**src/logic/svmc_defs.svh**
```systemverilog
// Offsets, bit positions and timing figures for the supply-monitor host.
// Assumes a 125 MHz system clock and byte addresses on both buses.
`ifndef SVMC_DEFS_SVH
`define SVMC_DEFS_SVH
// Own registers, reached by software over APB
`define A_CFG     8'h00
`define A_CMD     8'h04
`define A_STAT    8'h08
// Device registers, reached over the device port
`define D_MONEN   8'h00
`define D_DETCTL  8'h04
`define D_CLK1    8'h08
`define D_M1CTL   8'h0C
`define D_M2CTL   8'h10
// Monitor control, shared enable, detector control and clock register fields
`define B_EN      0
`define B_BYP     1
`define B_FLAG    2
`define B_FSEL    4
`define B_RSEL    6
`define B_EDGE    7
`define B_SHARED  0
`define B_DET1    6
`define B_DET2    7
`define B_OSCSTOP 4
// Configuration register fields
`define C_MON     0
`define C_FILT    1
`define C_RST     2
`define C_EDGE    3
`define C_FSEL    4
`define C_DISC    6
`define C_W       7
// Command and status fields
`define K_SETUP   0
`define K_POLL    1
`define K_CLR     2
`define S_BUSY    0
`define S_F1      1
`define S_F2      2
`define S_ERR     3
`define S_DONE    4
`define S_W       5
// Timing
`define CLK_MHZ   125
`define LOCO_KHZ  125
`define FILT_CLKS 3
`define SETTLE_US 100
`endif

```
**src/logic/svmc_pkg.sv**
```systemverilog
// Types shared by the supply-monitor host modules.
// Assumes nothing of its surroundings.
package svmc_pkg;
   typedef enum logic [3:0] {
      S_IDLE, S_SHARED, S_DETRD, S_DETWR, S_SETTLE, S_CFG,
      S_CLRF, S_OSCRD, S_OSCWR, S_FWAIT, S_ENABLE, S_RDFLAG,
      S_DISCARD, S_POLL, S_CLRRD, S_CLRWR
   } seq_t;
   typedef enum logic [1:0] {
      M_IDLE, M_SETUP, M_ACCESS, M_DONE
   } mst_t;
endpackage

```
**src/logic/dev_req_if.sv**
```systemverilog
// Request and answer carrier between sequencer and device-port engine.
// Assumes both ends run on the same clock.
`timescale 1ns/1ps
`default_nettype none
interface dev_req_if;
   logic        req;
   logic        wr;
   logic [7:0]  addr;
   logic [31:0] wdata;
   logic        ack;
   logic        err;
   logic [31:0] rdata;
   modport seq (output req, wr, addr, wdata, input ack, err, rdata);
   modport eng (input req, wr, addr, wdata, output ack, err, rdata);
endinterface
`default_nettype wire

```
**src/logic/apb_master_eng.sv**
```systemverilog
// APB master that runs one device register access per request.
// Assumes the requester holds its request until ack and the slave is on clk.
`timescale 1ns/1ps
`default_nettype none
module apb_master_eng (
   input  wire logic        clk,
   input  wire logic        rst_n,
   dev_req_if.eng           rq,
   output var  logic [7:0]  mPaddr,
   output var  logic        mPsel,
   output var  logic        mPenable,
   output var  logic        mPwrite,
   output var  logic [31:0] mPwdata,
   input  wire logic [31:0] mPrdata,
   input  wire logic        mPready,
   input  wire logic        mPslverr
);
   svmc_pkg::mst_t st_ff;
   logic           ack_ff;
   logic           err_ff;
   logic [31:0]    rdata_ff;
   wire            done = (st_ff == svmc_pkg::M_ACCESS) & mPready;

   assign rq.ack   = ack_ff;
   assign rq.err   = err_ff;
   assign rq.rdata = rdata_ff;

   always_ff @(posedge clk or negedge rst_n) begin
      if (!rst_n) begin
         st_ff    <= svmc_pkg::M_IDLE;
         mPsel    <= 1'b0;
         mPenable <= 1'b0;
         mPwrite  <= 1'b0;
         mPaddr   <= 8'h00;
         mPwdata  <= 32'h0000_0000;
         ack_ff   <= 1'b0;
         err_ff   <= 1'b0;
         rdata_ff <= 32'h0000_0000;
      end else begin
         ack_ff <= done;
         unique case (st_ff)
            svmc_pkg::M_IDLE: if (rq.req) begin
               st_ff   <= svmc_pkg::M_SETUP;
               mPsel   <= 1'b1;
               mPwrite <= rq.wr;
               mPaddr  <= rq.addr;
               mPwdata <= rq.wdata;
            end
            svmc_pkg::M_SETUP: begin
               st_ff    <= svmc_pkg::M_ACCESS;
               mPenable <= 1'b1;
            end
            svmc_pkg::M_ACCESS: if (mPready) begin
               st_ff    <= svmc_pkg::M_DONE;
               mPsel    <= 1'b0;
               mPenable <= 1'b0;
               rdata_ff <= mPrdata;
               err_ff   <= mPslverr;
            end
            svmc_pkg::M_DONE: st_ff <= svmc_pkg::M_IDLE;
         endcase
      end
   end

   property p_setup_then_access;
      @(posedge clk) disable iff (!rst_n)
      mPsel && !mPenable |=> mPsel && mPenable;
   endproperty
   a_setup_then_access: assert property (p_setup_then_access)
      else $error("setup cycle not followed by access phase");

   property p_hold_while_wait;
      @(posedge clk) disable iff (!rst_n)
      mPsel && mPenable && !mPready |=>
         $stable(mPaddr) && $stable(mPwdata) && $stable(mPwrite) && mPenable;
   endproperty
   a_hold_while_wait: assert property (p_hold_while_wait)
      else $error("request changed before pready");

   property p_ack_after_ready;
      @(posedge clk) disable iff (!rst_n)
      mPsel && mPenable && mPready |=> ack_ff && !mPsel ##1 !ack_ff;
   endproperty
   a_ack_after_ready: assert property (p_ack_after_ready)
      else $error("ack not a single pulse after pready");
endmodule
`default_nettype wire

```
**src/logic/supply_voltage_monitor_ctrl.sv**
```systemverilog
// Host sequencer that sets up and services two supply-voltage monitors.
// Assumes software on an APB slave port and the device registers on an
// APB master port, both on clk.
//
// The address map and the APB interface to the registers were left to the implementer.
`include "svmc_defs.svh"
`timescale 1ns/1ps
`default_nettype none
module supply_voltage_monitor_ctrl #(
   parameter int SETTLE_CYC = `SETTLE_US * `CLK_MHZ,
   parameter int FILT_BASE  = `FILT_CLKS * `CLK_MHZ * 1000 / `LOCO_KHZ
) (
   input  wire logic        clk,
   input  wire logic        rst_n,
   input  wire logic [7:0]  paddr,
   input  wire logic        psel,
   input  wire logic        penable,
   input  wire logic        pwrite,
   input  wire logic [31:0] pwdata,
   output var  logic [31:0] prdata,
   output var  logic        pready,
   output var  logic        pslverr,
   output var  logic [7:0]  mPaddr,
   output var  logic        mPsel,
   output var  logic        mPenable,
   output var  logic        mPwrite,
   output var  logic [31:0] mPwdata,
   input  wire logic [31:0] mPrdata,
   input  wire logic        mPready,
   input  wire logic        mPslverr
);
   dev_req_if rq ();

   svmc_pkg::seq_t      st_ff;
   svmc_pkg::seq_t      nxt_st;
   logic [`C_W-1:0]     cfg_ff;
   logic [`C_W-1:0]     run_ff;
   logic [1:0]          flag_ff;
   logic                err_ff;
   logic                done_ff;
   logic [31:0]         rmw_ff;
   logic [15:0]         wait_ff;
   logic                clrDone_ff;
   logic [15:0]         spent_ff;
   logic [7:0]          ctlBase;
   logic [31:0]         wdMux;

   // Software port: one wait-free access phase per transfer
   wire setupPh = psel & ~penable;
   wire accWr   = psel & penable & pwrite & pready;
   wire hitCfg  = paddr == `A_CFG;
   wire hitCmd  = paddr == `A_CMD;
   wire hitStat = paddr == `A_STAT;
   wire mapped  = hitCfg | hitCmd | hitStat;
   wire idle    = st_ff == svmc_pkg::S_IDLE;
   wire cmdWr   = accWr & hitCmd & idle;
   wire goSetup = cmdWr & pwdata[`K_SETUP];
   wire goPoll  = cmdWr & ~pwdata[`K_SETUP] & pwdata[`K_POLL];
   wire goClr   = cmdWr & ~pwdata[`K_SETUP] & ~pwdata[`K_POLL]
                  & pwdata[`K_CLR];
   wire goAny   = goSetup | goPoll | goClr;

   logic [`S_W-1:0] stat;
   always_comb begin
      stat = '0;
      stat[`S_BUSY] = ~idle;
      stat[`S_F1]   = flag_ff[0];
      stat[`S_F2]   = flag_ff[1];
      stat[`S_ERR]  = err_ff;
      stat[`S_DONE] = done_ff;
   end

   wire [31:0] rdMux = hitCfg  ? 32'(cfg_ff) :
                       hitStat ? 32'(stat)   : 32'h0000_0000;

   // Run settings, frozen at command start
   wire       mon2    = run_ff[`C_MON];
   wire       useFilt = run_ff[`C_FILT];
   wire       rstUse  = run_ff[`C_RST];
   wire [1:0] fsel    = run_ff[`C_FSEL+1:`C_FSEL];
   wire       edgeEff = rstUse | run_ff[`C_EDGE];
   wire [7:0] ctlAddr = mon2 ? `D_M2CTL : `D_M1CTL;
   wire [15:0] filtCyc = 16'(FILT_BASE) << fsel;
   wire        ackOk  = rq.ack & ~rq.err;

   // Monitor control image; flag writes of one leave the flag alone
   always_comb begin
      ctlBase = 8'h00;
      ctlBase[`B_EDGE]              = edgeEff;
      ctlBase[`B_RSEL]              = rstUse;
      ctlBase[`B_FSEL+1:`B_FSEL]    = fsel;
      ctlBase[`B_BYP]               = ~useFilt;
      ctlBase[`B_FLAG]              = 1'b1;
   end

   // Device access decode
   wire isRd = st_ff == svmc_pkg::S_DETRD  || st_ff == svmc_pkg::S_OSCRD ||
               st_ff == svmc_pkg::S_RDFLAG || st_ff == svmc_pkg::S_POLL ||
               st_ff == svmc_pkg::S_CLRRD;
   wire isWait = st_ff == svmc_pkg::S_SETTLE || st_ff == svmc_pkg::S_FWAIT;
   assign rq.req = ~idle & ~isWait;
   assign rq.wr  = ~isRd;
   assign rq.addr =
      st_ff == svmc_pkg::S_SHARED ? `D_MONEN :
      (st_ff == svmc_pkg::S_DETRD || st_ff == svmc_pkg::S_DETWR) ? `D_DETCTL :
      (st_ff == svmc_pkg::S_OSCRD || st_ff == svmc_pkg::S_OSCWR) ? `D_CLK1 :
      ctlAddr;
   assign rq.wdata = wdMux;

   always_comb begin
      wdMux = 32'(ctlBase);
      unique case (st_ff)
         svmc_pkg::S_SHARED:
            wdMux = 32'h0000_0001 << `B_SHARED;
         svmc_pkg::S_DETWR: begin
            wdMux = rmw_ff;
            wdMux[mon2 ? `B_DET2 : `B_DET1] = 1'b1;
         end
         svmc_pkg::S_CFG:
            wdMux[`B_EN] = 1'b0;
         svmc_pkg::S_CLRF: begin
            wdMux[`B_FLAG] = 1'b0;
         end
         svmc_pkg::S_OSCWR: begin
            wdMux = rmw_ff;
            wdMux[`B_OSCSTOP] = 1'b0;
         end
         svmc_pkg::S_ENABLE:
            wdMux[`B_EN] = 1'b1;
         svmc_pkg::S_DISCARD: begin
            wdMux[`B_EN]   = 1'b1;
            wdMux[`B_FLAG] = 1'b0;
         end
         svmc_pkg::S_CLRWR: begin
            wdMux = rmw_ff;
            wdMux[`B_FLAG] = 1'b0;
         end
         default: wdMux = 32'(ctlBase);
      endcase
   end

   // Sequence of the setup, poll and clear procedures
   always_comb begin
      nxt_st = st_ff;
      unique case (st_ff)
         svmc_pkg::S_IDLE:
            if (goSetup)     nxt_st = svmc_pkg::S_SHARED;
            else if (goPoll) nxt_st = svmc_pkg::S_POLL;
            else if (goClr)  nxt_st = svmc_pkg::S_CLRRD;
         svmc_pkg::S_SHARED:  if (rq.ack) nxt_st = ackOk ? svmc_pkg::S_DETRD : svmc_pkg::S_IDLE;
         svmc_pkg::S_DETRD:   if (rq.ack) nxt_st = ackOk ? svmc_pkg::S_DETWR : svmc_pkg::S_IDLE;
         svmc_pkg::S_DETWR:   if (rq.ack) nxt_st = ackOk ? svmc_pkg::S_SETTLE : svmc_pkg::S_IDLE;
         svmc_pkg::S_SETTLE:  if (wait_ff == 16'h0000) nxt_st = svmc_pkg::S_CFG;
         svmc_pkg::S_CFG:     if (rq.ack) nxt_st = ackOk ? svmc_pkg::S_CLRF : svmc_pkg::S_IDLE;
         svmc_pkg::S_CLRF:
            if (rq.ack) begin
               if (!ackOk)       nxt_st = svmc_pkg::S_IDLE;
               else if (useFilt) nxt_st = svmc_pkg::S_OSCRD;
               else              nxt_st = svmc_pkg::S_ENABLE;
            end
         svmc_pkg::S_OSCRD:   if (rq.ack) nxt_st = ackOk ? svmc_pkg::S_OSCWR : svmc_pkg::S_IDLE;
         svmc_pkg::S_OSCWR:   if (rq.ack) nxt_st = ackOk ? svmc_pkg::S_FWAIT : svmc_pkg::S_IDLE;
         svmc_pkg::S_FWAIT:   if (wait_ff == 16'h0000) nxt_st = svmc_pkg::S_ENABLE;
         svmc_pkg::S_ENABLE:  if (rq.ack) nxt_st = ackOk ? svmc_pkg::S_RDFLAG : svmc_pkg::S_IDLE;
         svmc_pkg::S_RDFLAG:
            if (rq.ack) begin
               if (ackOk && rq.rdata[`B_FLAG] && run_ff[`C_DISC])
                  nxt_st = svmc_pkg::S_DISCARD;
               else
                  nxt_st = svmc_pkg::S_IDLE;
            end
         svmc_pkg::S_CLRRD:   if (rq.ack) nxt_st = ackOk ? svmc_pkg::S_CLRWR : svmc_pkg::S_IDLE;
         svmc_pkg::S_DISCARD, svmc_pkg::S_POLL, svmc_pkg::S_CLRWR:
            if (rq.ack) nxt_st = svmc_pkg::S_IDLE;
      endcase
   end

   wire flagRd = rq.ack & ~rq.err &
                 (st_ff == svmc_pkg::S_RDFLAG || st_ff == svmc_pkg::S_POLL);
   wire flagClr = rq.ack & ~rq.err &
                  (st_ff == svmc_pkg::S_DISCARD || st_ff == svmc_pkg::S_CLRWR);
   wire rmwLoad = rq.ack &
                  (st_ff == svmc_pkg::S_DETRD || st_ff == svmc_pkg::S_OSCRD ||
                   st_ff == svmc_pkg::S_CLRRD);
   wire finish  = ~idle & (nxt_st == svmc_pkg::S_IDLE);

   always_ff @(posedge clk or negedge rst_n) begin
      if (!rst_n) begin
         pready  <= 1'b0;
         prdata  <= 32'h0000_0000;
         pslverr <= 1'b0;
         cfg_ff  <= '0;
         run_ff  <= '0;
      end else begin
         pready  <= setupPh;
         prdata  <= setupPh ? rdMux : 32'h0000_0000;
         pslverr <= setupPh & ~mapped;
         if (accWr && hitCfg)
            cfg_ff <= pwdata[`C_W-1:0];
         if (goAny)
            run_ff <= cfg_ff;
      end
   end

   always_ff @(posedge clk or negedge rst_n) begin
      if (!rst_n) begin
         st_ff   <= svmc_pkg::S_IDLE;
         flag_ff <= 2'b00;
         err_ff  <= 1'b0;
         done_ff <= 1'b0;
         rmw_ff  <= 32'h0000_0000;
      end else begin
         st_ff <= nxt_st;
         if (flagRd)
            flag_ff[mon2] <= rq.rdata[`B_FLAG];
         else if (flagClr)
            flag_ff[mon2] <= 1'b0;
         if (goAny)
            err_ff <= 1'b0;
         else if (rq.ack && rq.err)
            err_ff <= 1'b1;
         if (goAny)
            done_ff <= 1'b0;
         else if (finish)
            done_ff <= 1'b1;
         if (rmwLoad)
            rmw_ff <= rq.rdata;
      end
   end

   // Wait counter for detector settling and filter start-up
   always_ff @(posedge clk or negedge rst_n) begin
      if (!rst_n) begin
         wait_ff <= 16'h0000;
      end else if (rq.ack && st_ff == svmc_pkg::S_DETWR) begin
         wait_ff <= 16'(SETTLE_CYC - 1);
      end else if (rq.ack && st_ff == svmc_pkg::S_OSCWR) begin
         wait_ff <= filtCyc - 16'h0001;
      end else if (isWait && wait_ff != 16'h0000) begin
         wait_ff <= wait_ff - 16'h0001;
      end
   end

   // Helpers read only by the checks below
   always_ff @(posedge clk or negedge rst_n) begin
      if (!rst_n) begin
         clrDone_ff <= 1'b0;
         spent_ff   <= 16'h0000;
      end else begin
         if (goAny)
            clrDone_ff <= 1'b0;
         else if (ackOk && st_ff == svmc_pkg::S_CLRF)
            clrDone_ff <= 1'b1;
         if (st_ff == svmc_pkg::S_FWAIT)
            spent_ff <= spent_ff + 16'h0001;
         else
            spent_ff <= 16'h0000;
      end
   end

   apb_master_eng u_eng (
      .clk      (clk),
      .rst_n    (rst_n),
      .rq       (rq.eng),
      .mPaddr   (mPaddr),
      .mPsel    (mPsel),
      .mPenable (mPenable),
      .mPwrite  (mPwrite),
      .mPwdata  (mPwdata),
      .mPrdata  (mPrdata),
      .mPready  (mPready),
      .mPslverr (mPslverr)
   );

   property p_cfg_one_write;
      @(posedge clk) disable iff (!rst_n)
      st_ff == svmc_pkg::S_CFG && rq.req |->
         !rq.wdata[`B_EN] && rq.wr && rq.addr == ctlAddr &&
         rq.wdata[`B_BYP] == !useFilt && rq.wdata[`B_RSEL] == rstUse;
   endproperty
   a_cfg_one_write: assert property (p_cfg_one_write)
      else $error("options write wrong or enabled");

   property p_reset_edge;
      @(posedge clk) disable iff (!rst_n)
      st_ff == svmc_pkg::S_CFG && rstUse |-> rq.wdata[`B_EDGE];
   endproperty
   a_reset_edge: assert property (p_reset_edge)
      else $error("reset use without edge bit set");

   property p_shared_first;
      @(posedge clk) disable iff (!rst_n)
      goSetup |=> st_ff == svmc_pkg::S_SHARED && rq.addr == `D_MONEN
                  && rq.wdata[`B_SHARED];
   endproperty
   a_shared_first: assert property (p_shared_first)
      else $error("setup did not start with shared enable");

   property p_clear_before_enable;
      @(posedge clk) disable iff (!rst_n)
      st_ff == svmc_pkg::S_ENABLE |-> clrDone_ff;
   endproperty
   a_clear_before_enable: assert property (p_clear_before_enable)
      else $error("monitor enabled before flag clear");

   property p_osc_on;
      @(posedge clk) disable iff (!rst_n)
      st_ff == svmc_pkg::S_OSCWR |->
         useFilt && !rq.wdata[`B_OSCSTOP] && rq.addr == `D_CLK1;
   endproperty
   a_osc_on: assert property (p_osc_on)
      else $error("oscillator stop not cleared");

   property p_filter_wait;
      @(posedge clk) disable iff (!rst_n)
      st_ff == svmc_pkg::S_FWAIT ##1 st_ff == svmc_pkg::S_ENABLE |->
         $past(spent_ff) + 16'h0001 == filtCyc;
   endproperty
   a_filter_wait: assert property (p_filter_wait)
      else $error("filter wait not three sampling clocks");

   property p_discard;
      @(posedge clk) disable iff (!rst_n)
      st_ff == svmc_pkg::S_RDFLAG && ackOk && rq.rdata[`B_FLAG] &&
      run_ff[`C_DISC] |=> st_ff == svmc_pkg::S_DISCARD ##[1:1000] !rq.req;
   endproperty
   a_discard: assert property (p_discard)
      else $error("early crossing not discarded");
endmodule
`default_nettype wire

```
**config.mk**
```make
export PLATFORM = sky130hd
export DESIGN_NAME = supply_voltage_monitor_ctrl
export DESIGN_NICKNAME = d
export VERILOG_FILES = /design/src/logic/svmc_pkg.sv /design/src/logic/dev_req_if.sv /design/src/logic/apb_master_eng.sv /design/src/logic/supply_voltage_monitor_ctrl.sv
export VERILOG_INCLUDE_DIRS = /design/src /design/src/logic
export SDC_FILE = /design/constraint.sdc
export NUM_CORES = 1
export LEC_CHECK = 0
export BUFFER_PORTS_ARGS = -buffer_cell sky130_fd_sc_hd__buf_2
export CAP_MARGIN = 20
export CORE_UTILIZATION = 45
export DETAILED_ROUTE_END_ITERATION = 8
export GPL_TIMING_DRIVEN = 0
export PLACE_DENSITY_LB_ADDON = 0.3
export SYNTH_ARGS = -nofsm -noshare
export SYNTH_HDL_FRONTEND = slang
export SYNTH_SLANG_ARGS = --single-unit
```
**constraint.sdc**
```tcl
create_clock -name clk -period 8.2 [get_ports clk]
set_input_delay 1.64 -clock clk [delete_from_list [all_inputs] [get_ports clk]]
set_output_delay 1.64 -clock clk [all_outputs]
set_load 0.02 [all_outputs]
```
After elaboration in Yosys (flattened, before gate mapping)
Index checks and enable logic that the tools add are counted.

Register bits: 158. Latch bits: 0. Memory bits (writable): 0. Bits in read-only memories: 0. Input port bits: 79. Word-level logic and storage cells: 186. Memories kept: 0.

$add $sub $neg: 2. Multipliers: 0. Divide/modulo/power cells: 0. Magnitude comparators: 4. Equality and inequality tests: 22. Shifts and indexed selects: 1. Multiplexer cells: 61. Bitwise logic cells: 36. Reduce and logical (&&, ||, !) cells: 40.

Operators by type and width (number): 29-bit one-hot mux with 4 select lines (1); 4-bit 2-to-1 mux (23); 4-bit one-hot mux with 14 select lines (1); 16-bit 2-to-1 mux (3); 4-bit equality test (second input constant) (8); 32-bit OR (1); 16-bit by 1-bit subtractor with 16-bit output (second input constant) (2); 5-bit 2-to-1 mux (5); 1-bit bitwise AND (19); 4-bit by 3-bit equality test with 1-bit output (second input constant) (4); 16-bit zero test (1); 16-bit nonzero test (1); 12-bit by 2-bit << shifter with 16-bit output (first input constant) (1); 7-bit 2-to-1 mux (2); 2-bit 2-to-1 mux (6); 1-bit logical OR (10); 2-bit nonzero test (5); 1-bit logical AND (9); 1-bit 2-to-1 mux (9); 1-bit NOT (9); 1-bit one-hot mux with 3 select lines (3); 4-bit by 2-bit equality test with 1-bit output (second input constant) (2); 8-bit by 3-bit equality test with 1-bit output (second input constant) (1); 8-bit by 4-bit equality test with 1-bit output (second input constant) (1); 26 further kinds (39).

Longest topological paths before layout
Word-level depth: 16. Gate-level depth with buffers: 12.

Hierarchy
A second synthesis with hierarchy kept.

Cell total of the unflattened synthesis: 656. Area, all modules: 7825.0 um2.

By module, submodules not included: supply_voltage_monitor_ctrl (times used 1, cells an instance 472, area each 4638.2 um2); apb_master_eng (times used 1, cells an instance 184, area each 3186.8 um2).

Least setup slack after synthesis
OpenSTA, ideal clock, no wires.

Path kind: input to register. Start point: input port paddr[1]. End point: register run_ff[1]. Setup time: 0.125 ns. Arrival time: 3.143 ns. Required time: 8.075 ns. Setup slack: 4.932 ns. Cell stages on the path: 6. Buffers on the path: 1. Cells stage by stage: nor4_1 > nand2_1 > nor4_1 > o211a_1 > buf_2 > mux2_2.

Longest elaborated chain between the ends: 7. Elaborated cells between the ends (all ways): 10. Classes of those cells: eq/ne (1); bitwise (9).

RTL lines: start, declared (line supply_voltage_monitor_ctrl.sv:15) `input wire logic [7:0] paddr,`; 8-bit by 3-bit equality test with 1-bit output (no source line) (*); 1-bit bitwise AND (*) (2 in series) (line supply_voltage_monitor_ctrl.sv:56) `wire cmdWr = accWr & hitCmd & idle;`; 1-bit bitwise AND (line supply_voltage_monitor_ctrl.sv:58, supply_voltage_monitor_ctrl.sv:59); 1-bit bitwise AND (on tied branches) (line supply_voltage_monitor_ctrl.sv:58, supply_voltage_monitor_ctrl.sv:59); 1-bit OR or 1-bit bitwise AND (tied branches) (line supply_voltage_monitor_ctrl.sv:61, supply_voltage_monitor_ctrl.sv:59); 1-bit OR (*) (line supply_voltage_monitor_ctrl.sv:61) `wire goAny = goSetup | goPoll | goClr;`; end signal, assigned (line supply_voltage_monitor_ctrl.sv:201) `run_ff <= cfg_ff;`; end, declared (line supply_voltage_monitor_ctrl.sv:37) `` logic [`C_W-1:0] run_ff; ``.

Mark *: on every way between the ends. The rest lies on a longest branch, timed or not. A chain may end at the register's enable or synchronous reset.

Worst setup path after layout
Start point: register u_eng.ack_ff, in the netlist u_eng.rq.ack. End point: register wait_ff[14].

Longest elaborated chain between the ends: 3. Elaborated cells between the ends (all ways): 5. Classes of those cells: mux (2); reduce/logical (3).

RTL lines: start, declared (line apb_master_eng.sv:19) `logic ack_ff;`; start signal, assigned (line apb_master_eng.sv:40) `ack_ff <= done;`; 1-bit logical AND (line supply_voltage_monitor_ctrl.sv:237) `end else if (rq.ack && st_ff == svmc_pkg::S_OSCWR) begin`; 16-bit 2-to-1 mux (line supply_voltage_monitor_ctrl.sv:237); 16-bit 2-to-1 mux (line supply_voltage_monitor_ctrl.sv:235) `end else if (rq.ack && st_ff == svmc_pkg::S_DETWR) begin`; end signal, assigned (line supply_voltage_monitor_ctrl.sv:236) `wait_ff <= 16'(SETTLE_CYC - 1);`; end signal, assigned (line supply_voltage_monitor_ctrl.sv:238) `wait_ff <= filtCyc - 16'h0001;`; end signal, assigned (line supply_voltage_monitor_ctrl.sv:240) `wait_ff <= wait_ff - 16'h0001;`; end, declared (line supply_voltage_monitor_ctrl.sv:42) `logic [15:0] wait_ff;`.

Several ways; a longest one is shown, not always the timed one.

==> run metrics <==
placed insts=969; Seq/Total Area, Yosys=53.99%; area of placed instances=0.007994 mm²; clock insertion delay at the later pin of the skew report=420 ps; hold-fix buffers at CTS=0; first-pass GRT wire length=28360 µm; CP Capture Type=flop; yosys warns=0; Antenna Violating Nets Remaining=0; max-slew violations=0; Max Cap Violations=0; crit path max fanout=10; # DRC=0; First DRT Iteration DRCs=310; Vias=5403; RSZ-0062 raised after global routing=false; Root Buffer=clkbuf_16; commonest non-fill, non-tap cell in the layout=dfrtp_1; register area=0.003829 mm²; Total Routing Usage GR=22.43%; Final Instance Area=0.008611 mm²; grt ovf=0; H-tree depth=4; area of the multi-input gates=0.002947 mm²; minimum clock period=3570 ps; syn_area_per_cell=11.27 µm²; DR WL/cell=17.15 µm; Area Overhead vs Synth=21.42%; mapped cell area=0.007092 mm²; first drt pass iteration count=5; Reg2Reg Setup Slack=4630 ps; Synth Flop Type=dfrtp_1; Design Power=3.064 mW; Post-synth EDFFs=0; vias per cell=5.398; hold slack=483.3 ps; crit-path cells=buf_1, nand3_1, clkbuf_1, nand2_1, ha_1, nor3b_1, nand3_1, nor3_1, nand2_1, xor2_1, a22o_1; peak supply drop=0.0002301 V; Worst setup startpoint=u_eng.rq.ack; area leader, netlist=dfrtp_1; period utilization=43.53%; final hold violations=0; Port Buf Inserts=99; Post-Syn Instances=629; CTS clk-pin slew, worst paths=60 ps; most frequent cells in the layout=153 x dfrtp_1, 105 x buf_2, 63 x mux2_2; CTS tree=done; DIE WIDTH=127.5 µm; initial antenna violation count=0; total core area=0.01531 mm²; fin cells=1001; instance count on the critical path=11; top-level I/O count=156; Setup Fix Bufs, Post-CTS=0; reg2reg start=u_eng.rq.ack; FF-to-FF End=wait_ff[14]; Final Util=56.23%; die area=0.01627 mm²; delay-heaviest family, CP=simple AND/OR/NAND/NOR gates; CP bufs+invs=2; Clock Tree Buf Depth=2; post-synthesis cell type count=66; post-synthesis register bit count=153; Max Fclk=0.2801 GHz; post-detail-place hpwl=12290 µm; critical path required time=8500 ps; Initial Utilization=46.31%; min-delay worst type=reg -> reg; CP Capture Point=wait_ff[14]; CP peak stage delay=470 ps; WL final=17170 µm; layout cell share with drive strength beyond 1=30.89%; share of the synthesized area in the top cell type=53.99%; WS Path Type=reg -> reg; total CTS buffers=17; Worst Setup Start Kind=flop; Max-slew headroom=38.81%; Worst R2R Path Depth=11; number of core rows=45; pre-CTS setup slack=4525 ps; Die Y=127.5 µm; Fillers=1362; diode count=0; worst setup margin=4630 ps; vias in the first global route=5483; TNS Setup=0 ps; Area contributors post-synth=dfrtp_1 54%, mux2_2 10%, a22o_1 3.6%, buf_4 3.3%, mux2_1 2.2%; power density over the cells=355.9 mW/mm²; Setup Viol. Count Final=0; outcome=completed; GPL Wtd Cong=0.8741; Post-synth ARST share=100.0%; largest net degree at the start of global routing=97; Leak Pwr=4.186 nW; critical path data arrival time=3870 ps; CP max stage cell=buf_1; Max Clock Skew=12.42 ps; clock tree sinks=153; cts repair resizes=0; final net count=861; actual slew at the worst max-slew pin=910.3 ps
==> cells by family (layout without fill, tap and decap cells) <==
| logic type | after synthesis | after routing | synth area share, % |
|---|---|---|---|
| other cells | 1 | 30 | 0.05288 |
| compound gates | 148 | 148 | 14.49 |
| simple gates | 156 | 156 | 11.17 |
| mux | 82 | 82 | 12.93 |
| flops | 153 | 153 | 53.99 |
| fa+ha+maj | 5 | 5 | 0.8821 |
| buf+inv | 80 | 212 | 5.998 |
| xor+xnor | 4 | 4 | 0.4941 |
==> worst min-delay path by stage <==
stage,from,cells after the start,slack [ps],end
3_3_place_gp,u_eng.mPwdata[7],1,460,u_eng.mPwdata[7]
3_5_place_dp,rmw_ff[30],1,480,u_eng.mPwdata[30]
2_1_floorplan,run_ff[3],1,450,run_ff[3]
4_1_cts,rmw_ff[26],1,490,u_eng.mPwdata[26]
5_1_grt,u_eng.mPwdata[7],1,510,u_eng.mPwdata[7]
6_report,rmw_ff[26],1,480,u_eng.mPwdata[26]
==> flip-flops by register name (all words and copies together), names as in the netlist, 3 cells and up <==
register        count
st_ff               4
cfg_ff              7
wait_ff            16
u_eng.mPaddr        3
u_eng.rq.rdata     32
u_eng.mPwdata      32
prdata              7
rmw_ff             32
run_ff              7
==> synth_stat cells, types with 2 or more instances <==
library cell,instances
dfrtp_1,153
mux2_2,63
nand2_1,42
nor2_1,39
buf_4,31
a21oi_1,30
a22o_1,29
clkbuf_1,25
o21ai_0,20
inv_1,14
mux2_1,14
o21ai_1,13
nor2b_1,10
nor3_1,10
nand3_1,9
nand2b_1,8
buf_2,7
nor4_1,7
o31ai_1,7
a211oi_1,5
ha_1,5
mux2i_1,5
o21a_1,5
and3_1,4
nor3b_1,4
o22ai_1,4
a21o_1,3
a22oi_1,3
a31oi_1,3
and2_1,3
buf_1,3
nand3b_1,3
nand4_1,3
o211a_1,3
xnor2_1,3
a21boi_0,2
a311oi_1,2
a41oi_1,2
o2111ai_1,2
o211ai_1,2
o22a_1,2
or2_2,2
or3b_1,2
==> power by group <==
group / leakage [nW] / internal [mW] / total, mW / switching (mW)
Sequential: 1.96 / 1.00 / 1.17 / 0.168
Combinational: 1.93 / 0.443 / 1.08 / 0.634
Clock: 0.299 / 0.490 / 0.817 / 0.327
Total: 4.19 / 1.94 / 3.06 / 1.13
==> routing by layer <==
layer / up-vias / part of all wire (%) / track usage, %
met5: - / 0 / 0
met4: 0 / 1.4 / 6.513
met3: 16 / 6.4 / 7.077
met2: 158 / 49 / 37.42
met1: 2730 / 43 / 27.98
li1: 2499 / - / -
==> layout make-up <==
class                           count  share of cell area [%]
Tap cell                          211                   3.066
Buffer                             66                   4.330
Timing Repair Buffer              100                   6.146
Sequential cell                   153                   44.46
Inverter                           14                  0.6103
Clock buffer                       19                   5.028
Clock inverter                     13                   2.136
Multi-Input combinational cell    425                   34.22
(Power assumes the default switching activity.)
